==> src/core/acmp_ctrl_consts.svh <==
// Register offsets, field positions, reset values and timing counts of the comparator control
`ifndef ACMP_CTRL_CONSTS_SVH
`define ACMP_CTRL_CONSTS_SVH

`define ACMP_OFS_AB_CONFIG 16'hA030
`define ACMP_OFS_CD_CONFIG 16'hA031
`define ACMP_OFS_THR_FIRST 16'hA032
`define ACMP_OFS_THR_SECOND 16'hA033
`define ACMP_OFS_STATUS 16'h0094
`define ACMP_OFS_IRQ_MASK 16'hA034
`define ACMP_OFS_SETTLED 16'hA035

`define ACMP_CFG_RESET 8'h00
`define ACMP_THR_RESET 8'h00
`define ACMP_MASK_RESET 4'h0

// Nibble fields inside a configuration register
`define ACMP_FLD_ON 3
`define ACMP_FLD_CHOICE 2
`define ACMP_FLD_IRQ 1
`define ACMP_FLD_INVERT 0

// Status layout
`define ACMP_ST_FLAG_LSB 4
`define ACMP_ST_LIVE_LSB 0

`define ACMP_CLK_MHZ 250
`define ACMP_SETTLE_US 20
`define ACMP_SETTLE_CYC (`ACMP_SETTLE_US * `ACMP_CLK_MHZ)

`endif

==> src/core/acmp_ctrl_pkg.sv <==
// Types shared by the comparator control block
package acmp_ctrl_pkg;

	typedef struct packed {
		logic on;
		logic threshold_choice;
		logic irq_allow;
		logic invert;
	} chan_cfg_t;

	typedef struct packed {
		logic [15:0] addr;
		logic [7:0] wdata;
		logic wr;
		logic rd;
	} reg_req_t;

	typedef enum logic [1:0] {
		THR_FIRST,
		THR_SECOND,
		THR_EXTERNAL
	} thr_src_t;

endpackage

==> src/core/acmp_ctrl.sv <==
// Digital control, status and edge-interrupt logic for four analog comparators
//
// Overview of operation
// - Four channels, each active only when enabled
// - Two 8-bit threshold codes, 256 steps
// - Channel A choice selects first or second
// - Channels B-D choose first or external
// - Invert bit flips result before use
// - Live outputs readable directly, unlatched
// - Both edges of each output are events
// - Edge requests interrupt only when allowed
// - A/B config bit layout A high nibble
// - C/D config same layout, resets zero
// - Toggle while enabled sets sticky flag
// - Disabled channel reports zero output
// - Status: flags high nibble, live low
// - Threshold registers drive DACs, 00 lowest
`timescale 1ns/1ns
`default_nettype none
`include "acmp_ctrl_consts.svh"

module acmp_ctrl
	import acmp_ctrl_pkg::*;
#(
	parameter int CHANNELS = 4,
	parameter int SETTLE_CYCLES = `ACMP_SETTLE_CYC
) (
	input wire logic i_ref_clk, // System clock, 250 MHz
	input wire logic i_rstn, // Asynchronous reset, active low
	input wire logic [15:0] i_addr, // Register address
	input wire logic [7:0] i_wdata, // Register write data
	input wire logic i_wr, // Write strobe
	input wire logic i_rd, // Read strobe
	output logic [7:0] o_rdata, // Read data, cycle after strobe
	input wire logic [3:0] i_comp_raw, // Asynchronous comparator results, D..A
	output logic [3:0] o_comp_on, // Comparator enables to analog, D..A
	output logic [7:0] o_threshold_code_first, // First threshold DAC code
	output logic [7:0] o_threshold_code_second, // Second threshold DAC code
	output logic [7:0] o_thr_src, // Threshold source per channel, 2 bits each
	output logic o_irq // Level interrupt request
);

	// ************************************************************
	// Checks
	// ************************************************************
	// The register layout fixes the channel count, so anything else is refused at elaboration
	if (CHANNELS != 4) begin : g_chk_channels
		$error("acmp_ctrl serves exactly four channels");
	end
	if (SETTLE_CYCLES < 1) begin : g_chk_settle
		$error("acmp_ctrl settle count must be positive");
	end

	// ************************************************************
	// Registers
	// ************************************************************
	reg_req_t req;
	logic [7:0] ab_config_ff;
	logic [7:0] cd_config_ff;
	logic [7:0] thr_first_ff;
	logic [7:0] thr_second_ff;
	logic [3:0] flag_ff;
	logic [3:0] mask_ff;
	logic [7:0] rdata_ff;
	logic [3:0] sync1_ff;
	logic [3:0] sync2_ff;
	logic [3:0] live_prev_ff;
	logic [3:0] settled_ff;
	logic [3:0] nxt_flag;
	logic [3:0] live;
	logic [3:0] edge_evt;
	logic [7:0] status;
	chan_cfg_t cfg [4];

	assign req = '{addr: i_addr, wdata: i_wdata, wr: i_wr, rd: i_rd};

	function automatic logic hit(input logic [15:0] a, input logic [15:0] ofs);
		hit = (a == ofs);
	endfunction

	// Channel order: index 0 = A ... 3 = D
	assign cfg[0] = chan_cfg_t'(ab_config_ff[7:4]);
	assign cfg[1] = chan_cfg_t'(ab_config_ff[3:0]);
	assign cfg[2] = chan_cfg_t'(cd_config_ff[7:4]);
	assign cfg[3] = chan_cfg_t'(cd_config_ff[3:0]);

	always_ff @(posedge i_ref_clk or negedge i_rstn) begin
		if (!i_rstn) begin
			ab_config_ff <= `ACMP_CFG_RESET;
			cd_config_ff <= `ACMP_CFG_RESET;
		end else if (req.wr) begin
			if (hit(req.addr, `ACMP_OFS_AB_CONFIG)) begin
				ab_config_ff <= req.wdata;
			end
			if (hit(req.addr, `ACMP_OFS_CD_CONFIG)) begin
				cd_config_ff <= req.wdata;
			end
		end
	end

	// Full 8-bit codes: 00 is the lowest threshold, FF the highest
	always_ff @(posedge i_ref_clk or negedge i_rstn) begin
		if (!i_rstn) begin
			thr_first_ff <= `ACMP_THR_RESET;
			thr_second_ff <= `ACMP_THR_RESET;
		end else if (req.wr) begin
			if (hit(req.addr, `ACMP_OFS_THR_FIRST)) begin
				thr_first_ff <= req.wdata;
			end
			if (hit(req.addr, `ACMP_OFS_THR_SECOND)) begin
				thr_second_ff <= req.wdata;
			end
		end
	end

	always_ff @(posedge i_ref_clk or negedge i_rstn) begin
		if (!i_rstn) begin
			mask_ff <= `ACMP_MASK_RESET;
		end else if (req.wr && hit(req.addr, `ACMP_OFS_IRQ_MASK)) begin
			mask_ff <= req.wdata[3:0];
		end
	end

	// ************************************************************
	// Analog-facing controls
	// ************************************************************
	always_comb begin
		o_thr_src = 8'h00;
		for (int i = 0; i < 4; i++) begin
			o_comp_on[i] = cfg[i].on;
			if (!cfg[i].threshold_choice) begin
				o_thr_src[2*i +: 2] = THR_FIRST;
			end else if (i == 0) begin
				o_thr_src[2*i +: 2] = THR_SECOND;
			end else begin
				o_thr_src[2*i +: 2] = THR_EXTERNAL;
			end
		end
	end

	assign o_threshold_code_first = thr_first_ff;
	assign o_threshold_code_second = thr_second_ff;

	// ************************************************************
	// Synchronise, invert, gate and detect edges
	// ************************************************************
	always_ff @(posedge i_ref_clk or negedge i_rstn) begin
		if (!i_rstn) begin
			sync1_ff <= 4'h0;
			sync2_ff <= 4'h0;
		end else begin
			sync1_ff <= i_comp_raw;
			sync2_ff <= sync1_ff;
		end
	end

	always_comb begin
		for (int i = 0; i < 4; i++) begin
			// Disabled channel is forced low regardless of its invert bit
			live[i] = cfg[i].on & (sync2_ff[i] ^ cfg[i].invert);
		end
	end

	always_ff @(posedge i_ref_clk or negedge i_rstn) begin
		if (!i_rstn) begin
			live_prev_ff <= 4'h0;
		end else begin
			live_prev_ff <= live;
		end
	end

	// Enabling a channel can itself make an edge; software should ignore flags
	// raised during the settling window and clear them afterwards
	always_comb begin
		for (int i = 0; i < 4; i++) begin
			edge_evt[i] = cfg[i].on & (live[i] ^ live_prev_ff[i]);
		end
	end

	// Settling tracker: a read-only aid showing channels past their settle time
	logic [$clog2(SETTLE_CYCLES+1)-1:0] settle_cnt_ff [4];
	always_ff @(posedge i_ref_clk or negedge i_rstn) begin
		if (!i_rstn) begin
			settled_ff <= 4'h0;
			for (int i = 0; i < 4; i++) begin
				settle_cnt_ff[i] <= '0;
			end
		end else begin
			for (int i = 0; i < 4; i++) begin
				if (!cfg[i].on) begin
					settle_cnt_ff[i] <= '0;
					settled_ff[i] <= 1'b0;
				end else if (settle_cnt_ff[i] == ($clog2(SETTLE_CYCLES+1))'(SETTLE_CYCLES)) begin
					settled_ff[i] <= 1'b1;
				end else begin
					settle_cnt_ff[i] <= settle_cnt_ff[i] + 1'b1;
				end
			end
		end
	end

	// ************************************************************
	// Flags and interrupt
	// ************************************************************
	always_comb begin
		nxt_flag = flag_ff;
		if (req.wr && hit(req.addr, `ACMP_OFS_STATUS)) begin
			nxt_flag = flag_ff & ~req.wdata[7:4];
		end
		// Set wins over a clear in the same cycle
		nxt_flag = nxt_flag | edge_evt;
	end

	always_ff @(posedge i_ref_clk or negedge i_rstn) begin
		if (!i_rstn) begin
			flag_ff <= 4'h0;
		end else begin
			flag_ff <= nxt_flag;
		end
	end

	always_comb begin
		o_irq = 1'b0;
		for (int i = 0; i < 4; i++) begin
			o_irq = o_irq | (flag_ff[i] & cfg[i].irq_allow & mask_ff[i]);
		end
	end

	// ************************************************************
	// Read port
	// ************************************************************
	assign status = {flag_ff, live};

	always_ff @(posedge i_ref_clk or negedge i_rstn) begin
		if (!i_rstn) begin
			rdata_ff <= 8'h00;
		end else if (req.rd) begin
			case (req.addr)
				`ACMP_OFS_AB_CONFIG: rdata_ff <= ab_config_ff;
				`ACMP_OFS_CD_CONFIG: rdata_ff <= cd_config_ff;
				`ACMP_OFS_THR_FIRST: rdata_ff <= thr_first_ff;
				`ACMP_OFS_THR_SECOND: rdata_ff <= thr_second_ff;
				`ACMP_OFS_STATUS: rdata_ff <= status;
				`ACMP_OFS_IRQ_MASK: rdata_ff <= {4'h0, mask_ff};
				`ACMP_OFS_SETTLED: rdata_ff <= {4'h0, settled_ff};
				default: rdata_ff <= 8'h00;
			endcase
		end else begin
			rdata_ff <= 8'h00;
		end
	end

	assign o_rdata = rdata_ff;

endmodule
`default_nettype wire

==> config.mk <==
export PLATFORM = sky130hd
export DESIGN_NAME = acmp_ctrl
export DESIGN_NICKNAME = d
export VERILOG_FILES = /design/src/core/acmp_ctrl_pkg.sv /design/src/core/acmp_ctrl.sv
export VERILOG_INCLUDE_DIRS = /design/src /design/src/core
export SDC_FILE = /design/constraint.sdc
export NUM_CORES = 1
export LEC_CHECK = 0
export BUFFER_PORTS_ARGS = -buffer_cell sky130_fd_sc_hd__clkbuf_2
export CELL_PAD_IN_SITES_DETAIL_PLACEMENT = 1
export CELL_PAD_IN_SITES_GLOBAL_PLACEMENT = 1
export CORE_ASPECT_RATIO = 1.75
export CORE_MARGIN = 2
export CORE_UTILIZATION = 50
export CTS_CLUSTER_DIAMETER = 30
export DETAILED_ROUTE_END_ITERATION = 10
export GPL_ROUTABILITY_DRIVEN = 0
export MAX_ROUTING_LAYER = met4
export PLACE_DENSITY = 0.82
export SYNTH_ARGS = -nofsm -noshare
export SYNTH_HDL_FRONTEND = slang
export SYNTH_SLANG_ARGS = --single-unit
==> constraint.sdc <==
create_clock -name i_ref_clk -period 3.6 [get_ports i_ref_clk]
set_input_delay 0.72 -clock i_ref_clk [delete_from_list [all_inputs] [get_ports i_ref_clk]]
set_output_delay 0.72 -clock i_ref_clk [all_outputs]
set_load 0.005 [all_outputs]
Yosys cells after proc, flatten, opt, wreduce, memory -nomap -nowiden
Index checks and enable logic that the tools add are counted.
{"block": "word_totals", "out_inout_bits": 37, "regBits": 116, "inputBits": 32}
{"block": "classes", "n_addsub": 4, "eq_ne": 19, "n_bitwise": 30, "mux": 23, "reduce_logical": 6}
{"op": "2-to-1 mux 13 bit", "count": 8}
{"op": "== test 16 bit, second input constant", "count": 6}
{"op": "case mux 8 bit (7 select lines)", "count": 1}
{"op": "adder 13 x 1 -> 13 bit, second input constant", "count": 4}
{"op": "== test 13 bit, second input constant", "count": 4}
{"op": "AND 1 bit", "count": 16}
{"op": "== test 16 x 8 -> 1 bit, second input constant", "count": 1}
{"op": "2-to-1 mux 1 bit", "count": 9}
{"op": "2-to-1 mux 8 bit", "count": 1}
{"op": "!= test 2 x 1 -> 1 bit, second input constant", "count": 4}
{"op": "!= test 2 bit, second input constant", "count": 4}
{"op": "AND reduction 2 bit", "count": 4}
{"op": "bitwise XOR 1 bit", "count": 8}
{"op": "2-to-1 mux 2 bit", "count": 3}
{"op": "AND 4 bit", "count": 1}
{"op": "2-to-1 mux 4 bit", "count": 1}
{"op": "NOT 4 bit", "count": 1}
{"op": "bitwise OR 4 bit", "count": 1}
{"op": "bitwise OR 1 bit", "count": 3}
{"op": "logical AND 1 bit", "count": 2}

Depth between registers and ports, before layout
Gate-level depths: netlist of the first run.
{"block": "depth", "ltp_word": 5, "mapped_depth": 7}

Worst setup path after synthesis of the first run
OpenSTA, ideal clock, no wires.
{"block": "synth_timing", "path_kind": "in2reg", "from": "in i_addr[8]", "to": "reg mask_ff[0]", "setup_slack_ns": 1.176, "setup_time_ns": 0.125, "path_stages": 4, "t_arrival_ns": 2.299, "cell_sequence": "or4_4 > nor3_4 > and4_1 > mux2_2"}
{"block": "synth_between", "elab_chain_len": 2}
{"element": "from (decl)", "line_no": "acmp_ctrl.sv:30", "source": "input wire logic [15:0] i_addr,"}
{"element": "== test 16 bit", "line_no": "acmp_ctrl.sv:78", "source": "hit = (a == ofs);"}
{"element": "logical AND 1 bit", "line_no": "acmp_ctrl.sv:119", "source": "end else if (req.wr && hit(req.addr, `ACMP_OFS_IRQ_MASK)) begin"}
{"element": "to (signal assigned)", "line_no": "acmp_ctrl.sv:118", "source": "mask_ff <= `ACMP_MASK_RESET;"}
{"element": "to (signal assigned)", "line_no": "acmp_ctrl.sv:120", "source": "mask_ff <= req.wdata[3:0];"}
{"element": "to (decl)", "line_no": "acmp_ctrl.sv:63", "source": "logic [3:0] mask_ff;"}
No other way between the ends.
A chain may end at the register's enable or synchronous reset.

Worst setup path in the final report of the first run
{"block": "layout_timing", "from": "in i_addr[7]", "to": "reg thr_first_ff[1] (netlist: o_threshold_code_first[1])"}
{"block": "layout_between", "elab_chain_len": 2}
{"element": "== test 16 bit", "line_no": "acmp_ctrl.sv:78"}
{"element": "AND reduction 2 bit (no line)"}
{"element": "to (signal assigned)", "line_no": "acmp_ctrl.sv:104", "source": "thr_first_ff <= `ACMP_THR_RESET;"}
{"element": "to (signal assigned)", "line_no": "acmp_ctrl.sv:108", "source": "thr_first_ff <= req.wdata;"}
{"element": "to (decl)", "line_no": "acmp_ctrl.sv:60", "source": "logic [7:0] thr_first_ff;"}
No other way between the ends.

==> flow_summary.json, run 1 <==
{
  "status": "finished, final reports clean",
  "synth_compound_gate_area_share_pct": 5.952,
  "ys_warn_count": 0,
  "maxCapViolations": 0,
  "die-area_um2": 12300,
  "grtUsageTotal_pct": 28.51,
  "cts_root_buffer": "clkbuf_16",
  "clockPowerShare_pct": 56.3,
  "grt_pass1_wl_um": 26430,
  "setup_slack_ns": 1.168,
  "power_frac_seq_pct": 40.9,
  "synthToLayoutAreaGrowth_pct": 17.90,
  "cp.required_ns": 3.90,
  "period_share_pct": 67.55,
  "leakage_nw": 3.088,
  "rsz0062_at_grt": "no",
  "synth.area.mux_share_pct": 10.89,
  "skew_ns": 0.009305,
  "rows": 51,
  "final_util_pct": 60.49,
  "coreArea_um2": 11100,
  "tns_ns": 0,
  "syn_avg_cell_area_um2": 11.15,
  "synth.area.top_cells": "dfrtp_1 51%, mux2_2 7.9%, xor2_1 3.8%, nor2_1 2.8%, xnor2_1 2.8%",
  "synth_ff_type": "dfrtp_1",
  "globalRouteMet2Util_pct": 50.28,
  "clock_latency_ns": 0.41,
  "p_sw_share_pct": 20.83,
  "drtPass1Iterations": 4,
  "crit_arrival_ns": 2.73,
  "fin_crit_ns": 2.432,
  "cpPeakStageDelay_ns": 0.57,
  "synth_top_area_share_pct": 50.96,
  "finalSetupViolations": 0,
  "ys_seq_area_share_pct": 50.96,
  "nets": 616,
  "slowest_stage": "nor2_1",
  "die_w_um": 84.69,
  "cts_setup_buffers": 0,
  "critPathMaxFanout": 8,
  "vias": 4450,
  "tritoncts": "yes",
  "port_buffers": 64,
  "synth-seq-cells": 116,
  "h-tree-depth": 4,
  "top_usage_layer": "met2",
  "cp_top_family": "simple AND/OR/NAND/NOR gates",
  "switchingPower_mw": 0.6690,
  "async_flop_share_pct": 100.0,
  "ctsResizeCount": 0,
  "synthAdderAreaFrac_pct": 1.757,
  "hpwl_um": 10450,
  "start_kind": "input pin",
  "overflow": 0,
  "num_antenna_cells": 0,
  "via_per_inst": 6.172,
  "critPathBufInv": 1,
  "finalHoldViolCount": 0,
  "drv_slew": 0,
  "grt_antenna_before_repair": 0,
  "cts.path.max_buffers": 2,
  "min_path_type": "input pin to asynchronous set/reset pin",
  "netlist_instances": 511,
  "place_worst_setup_slack_ns": 0.7857,
  "die_y_um": 145.2,
  "drt_iter0_drc": 201,
  "grtUsageMet1_pct": 30.39,
  "netlist_top_cells_count": "116 x dfrtp_1, 43 x nor2_1, 40 x mux2_2, 25 x xor2_1",
  "multi_input_area_um2": 2581,
  "clk_pin_slew_ns": 0.06,
  "synth-simple-area-share_pct": 19.83,
  "numCtsBuffers": 17,
  "initial_core_util_pct": 51.31,
  "register_area_um2": 2903,
  "power_density_nw_per_um2": 478.2,
  "yosys.area_share.xor_xnor_pct": 6.611,
  "clock.fmax_mhz": 411.2,
  "cp-end-kind": "flop",
  "holdWs_ns": 0.2271,
  "ant_nets": 0,
  "synth_top_family_by_area": "simple AND/OR/NAND/NOR gates",
  "pwr-share-comb_pct": 2.8,
  "synth_edf_count": 0,
  "vdd_drop_max_uv": 437.3,
  "totalWireLength_um": 16170,
  "tightest_slew_ns": 1.049,
  "crit_chain": "clkbuf_2 > nand4b_1 > nor2_1 > and4bb_2 > mux2_2",
  "yosysUniqueCellTypes": 50,
  "synth.most_common_cell": "dfrtp_1",
  "grt_pass1_vias": 4992,
  "cts_sinks": 116,
  "met3_usage_pct": 6.314,
  "grt_max_degree": 91,
  "internal_power_mw": 2.543,
  "routedWlPerCell_um": 22.42,
  "ios": 69,
  "path_class": "input pin to flop",
  "syn-cell-area_um2": 5697,
  "fillers": 1196,
  "drc": 0,
  "ctsHoldBuffers": 0,
  "slew-limit-headroom_pct": 29.06,
  "drive_gt1_share_pct": 26.83,
  "synth_top_area_cell": "dfrtp_1"
}
layout make-up:
class                   count  area share, %
flip-flops and latches    116          43.22
multi-input cells         352          38.43
clock buffers              22          7.060
repair buffers             67          5.328
well taps                 132          2.459
clock inverters            10          2.273
inverters                  22          1.230
registers in the layout (all words and copies together), names as in the netlist, 8 cells and up:
name	flops
settle_cnt_ff	52
o_rdata	8
cd_config_ff	8
o_threshold_code_second	8
o_threshold_code_first	8
ab_config_ff	8
cell families after synthesis:
group | Yosys count
adder cells (fa/ha/maj) | 8
other | 1
buffers and inverters | 46
flip-flops | 116
multiplexers | 52
XOR/XNOR | 43
AO/OA/AOI/OAI | 52
AND/OR/NAND/NOR | 193
metal layers:
metal / vias to the layer above / routed length [um]
met2: 149 / 8973
met3: 48 / 686
met1: 2300 / 5990
met5: - / 0
met4: 0 / 516
li1: 1953 / -
layout by cell type (no fill, tap or decap), types with 3 or more instances in the layout:
cell type and n:
dfrtp_1 116, clkbuf_2 63, nor2_1 43, mux2_2 40, xor2_1 25, inv_1 22, nand2_1 22, nand3_1 20
nand4_1 19, xnor2_1 18, clkbuf_16 17, and2_1 16, o21ai_0 14, or3_1 12, a21oi_1 12, nor3_1 8
a22o_1 8, mux2i_1 8, ha_1 8, nor4_1 7, and3_1 6, a31oi_1 5, clkinv_2 5, mux4_2 4
a32oi_1 4, and4b_1 4, or4_1 4, a21boi_0 4, conb_1 4, bufinv_16 4, or2_2 3, or3b_2 3
nand2b_1 3, nand4b_1 3, nor2b_1 3, clkbuf_8 3, buf_4 3
final timing paths:
path                                         from                   endpoint  slack (ns)  depth (start not counted)
worst max-delay path                    i_addr[7]  o_threshold_code_first[1]        1.17                          5
worst min-delay path                       i_rstn          settle_cnt_ff[19]        0.23                          1
worst max register to register  settle_cnt_ff[13]          settle_cnt_ff[13]        1.45                          6
worst min register to register        sync1_ff[0]                sync2_ff[0]        0.35                          0
max in group asynchronous                  i_rstn            ab_config_ff[3]        2.56                          2
min in group i_ref_clk                sync1_ff[0]                sync2_ff[0]        0.35                          0
through the flow:
| step | total power, mW | area (um^2) | cells |
|---|---|---|---|
| floorplan | 1.363 | 5708 | 514 |
| global placement | 1.422 | 6090 | 689 |
| detailed placement | 1.426 | 6090 | 689 |
| CTS | 3.229 | 6716 | 721 |
| global route | 3.306 | 6716 | 721 |
| finish | 3.212 | 6716 | 721 |
power groups by stage:
| stage | logic [mW] | clock network (mW) | registers, mW |
|---|---|---|---|
| after floorplan | 0.0291 | 0 | 1.33 |
| after global placement | 0.0868 | 0 | 1.33 |
| after detailed placement | 0.0904 | 0 | 1.34 |
| after CTS | 0.0919 | 1.82 | 1.31 |
| after global routing | 0.100 | 1.89 | 1.31 |
| final | 0.0908 | 1.81 | 1.31 |
Power figures use the tool's default switching activity.
==> inputs of run 2 (changes only) <==
ABC_AREA = 1   (was default)
CORE_UTILIZATION = 44   (was 50)
PLACE_DENSITY = 0.77   (was 0.82)
clock period = 2.3 ns   (was 3.6 ns; I/O delays follow)
==> flow_summary.json, run 2 <==
{
  "fin_crit_ns": 1.728,
  "register_area_um2": 2903,
  "period_share_pct": 75.11,
  "ios": 69,
  "grt_pass1_wl_um": 27940,
  "drt_iter0_drc": 203,
  "finalPower_mw": 5.148,
  "num_antenna_cells": 0,
  "initial_core_util_pct": 45.22,
  "via_per_inst": 5.448,
  "ant_nets": 0,
  "totalWireLength_um": 17020,
  "ys_seq_area_share_pct": 49.62,
  "synthToLayoutAreaGrowth_pct": 18.78,
  "hpwl_um": 11810,
  "p_sw_share_pct": 20.06,
  "layout_commonest_cell": "nand2_1",
  "cp_top_family": "simple AND/OR/NAND/NOR gates",
  "crit_chain": "ha_1 > nand3_1 > nor2_1 > inv_1 > nor2_1 > nand2_1 > xor2_1 > nor2_1",
  "synth_ff_type": "dfrtp_1",
  "grtUsageTotal_pct": 25.84,
  "final_cell_mix": "117 x nand2_1, 116 x dfrtp_1, 89 x nand3_1, 79 x inv_1, 63 x clkbuf_2",
  "clock_latency_ns": 0.41,
  "grt_max_degree": 56,
  "clk_pin_slew_ns": 0.06,
  "slew-limit-headroom_pct": 54.16,
  "synthAdderAreaFrac_pct": 1.711,
  "final_util_pct": 53.71,
  "cp.required_ns": 2.59,
  "rows": 55,
  "synth_top_area_cell": "dfrtp_1",
  "met2_length_um": 9424,
  "clock.fmax_mhz": 578.8,
  "fillers": 1603,
  "finalHoldViolCount": 0,
  "rsz0062_at_grt": "no",
  "ys_warn_count": 0,
  "largest-register": "settle_cnt_ff",
  "tightest_slew_ns": 0.6813,
  "synth_top_area_share_pct": 49.62,
  "ctsResizeCount": 0,
  "synth.area.mux_share_pct": 0,
  "synth-simple-area-share_pct": 26.69,
  "dr.max_layer_used": "met4",
  "h-tree-depth": 4,
  "status": "finished, final reports clean",
  "stdcell_count": 945,
  "start_kind": "flop",
  "cts.path.max_buffers": 2,
  "maxCapViolations": 0,
  "internal_power_mw": 4.116,
  "cpMostUsedCell": "nor2_1",
  "dpl.cell_count": 913,
  "numCtsBuffers": 17,
  "port_buffers": 64,
  "pwr-share-comb_pct": 2.6,
  "leakage_nw": 3.253,
  "yosysUniqueCellTypes": 34,
  "vias": 5148,
  "syn-cell-area_um2": 5851,
  "netlist_instances": 692,
  "met1Wirelength_um": 6347,
  "finalSetupViolations": 0,
  "skew_ns": 0.008205,
  "nets": 802,
  "cpPeakStageDelay_ns": 0.39,
  "grt_pass1_vias": 5634,
  "synth_edf_count": 0,
  "routedWlPerCell_um": 18.01,
  "power_density_nw_per_um2": 740.8,
  "coreArea_um2": 12940,
  "multi_input_area_um2": 2437,
  "synth.area.top_cells": "dfrtp_1 50%, nand3_1 7.6%, nand2_1 7.5%, inv_1 5.1%, o21ai_0 4.5%",
  "synth.most_common_cell": "nand2_1",
  "drv_slew": 0,
  "power_frac_seq_pct": 39.9,
  "synth-seq-cells": 116,
  "synth_compound_gate_area_share_pct": 10.31,
  "async_flop_share_pct": 100.0,
  "crit_arrival_ns": 2.02,
  "tns_ns": 0,
  "cts_sinks": 116,
  "netlist_top_cells_count": "117 x nand2_1, 116 x dfrtp_1, 89 x nand3_1, 79 x inv_1, 58 x nor2_1",
  "min_path_type": "input pin to flop",
  "synth_top_family_by_area": "simple AND/OR/NAND/NOR gates",
  "cp-end-kind": "flop",
  "path_class": "flop to flop",
  "tritoncts": "yes",
  "largest_reg_flops": 52,
  "cts_root_buffer": "clkbuf_16",
  "syn_avg_cell_area_um2": 8.455,
  "slowest_stage": "dfrtp_1",
  "critPathMaxFanout": 4,
  "switchingPower_mw": 1.033,
  "overflow": 0,
  "clockPowerShare_pct": 57.5,
  "die_w_um": 91.17,
  "drc": 0,
  "grt_antenna_before_repair": 0,
  "yosys.area_share.xor_xnor_pct": 2.695,
  "drive_gt1_share_pct": 19.64,
  "wl_met3_um": 669,
  "die_y_um": 156.5,
  "holdWs_ns": 0.1512,
  "drtPass1Iterations": 4,
  "vdd_drop_max_uv": 497.2,
  "critPathBufInv": 1,
  "die-area_um2": 14270
}
[run 2: cell types whose count changed after synthesis, sizes merged, moves of 8 or more]
| cell | change |
|---|---|
| xor2 | -15 |
| o21ai | +62 |
| mux2 | -40 |
| nand2 | +106 |
| nand4 | -14 |
| xnor2 | -10 |
| nor2 | +36 |
| and2 | -15 |
| inv | +61 |
| or3 | -12 |
| a22o | -8 |
| mux2i | -8 |
| nand3 | +72 |
| a21oi | +17 |
[run 2: final cells by class]
type | instances | area share [%]
repair buffers | 74 | 6.122
well taps | 171 | 3.079
inverters | 83 | 4.483
multi-input cells | 470 | 35.07
flip-flops and latches | 116 | 41.77
clock inverters | 9 | 2.503
clock buffers | 22 | 6.968
[run 2: metrics by stage]
stage	setup WS [ns]	area (um^2)
finish	0.5724	6949
global route	0.4095	6949
CTS	0.5415	6949
detailed placement	0.4013	6281
global placement	0.4256	6281
floorplan	0.8089	5862
[run 2: logic make-up (layout without fill, tap and decap cells)]
family	count (synthesis)	count (layout)
AND/OR/NAND/NOR	328	328
flip-flops	116	116
AO/OA/AOI/OAI	112	112
buffers and inverters	109	188
XOR/XNOR	18	18
adder cells (fa/ha/maj)	8	8
other	1	4
[run 2: path summary, 6_finish.rpt]
path                                   from                 to  slack (ns)  depth (start not counted)
hold reg to reg                 sync1_ff[2]        sync2_ff[2]        0.35                          0
setup reg to reg           settle_cnt_ff[0]  settle_cnt_ff[12]        0.57                          8
hold / removal                i_comp_raw[1]        sync1_ff[1]        0.15                          1
min in group asynchronous            i_rstn  settle_cnt_ff[50]        0.53                          2
max in group asynchronous            i_rstn  settle_cnt_ff[21]        1.13                          3
setup / recovery           settle_cnt_ff[0]  settle_cnt_ff[12]        0.57                          8
[run 2: layer usage]
layer | track usage (%) | vias up
li1 | - | 2388
met1 | 26.07 | 2556
met2 | 47.09 | 149
met3 | 5.585 | 55
met4 | 12.19 | 0
met5 | - | -
[run 2: timing repair]
action,in CTS,in global routing
setup buffers,0,0
endpoints found under the hold margin,25,0
hold buffers,1,0
[run 2: power groups by stage]
stage                     logic (mW)  registers, mW  clock network (mW)
after floorplan               0.0395           2.09                   0
after global placement         0.128           2.09                   0
after detailed placement       0.133           2.09                   0
after CTS                      0.136           2.05                3.00
after global routing           0.147           2.05                3.09
final                          0.132           2.05                2.96
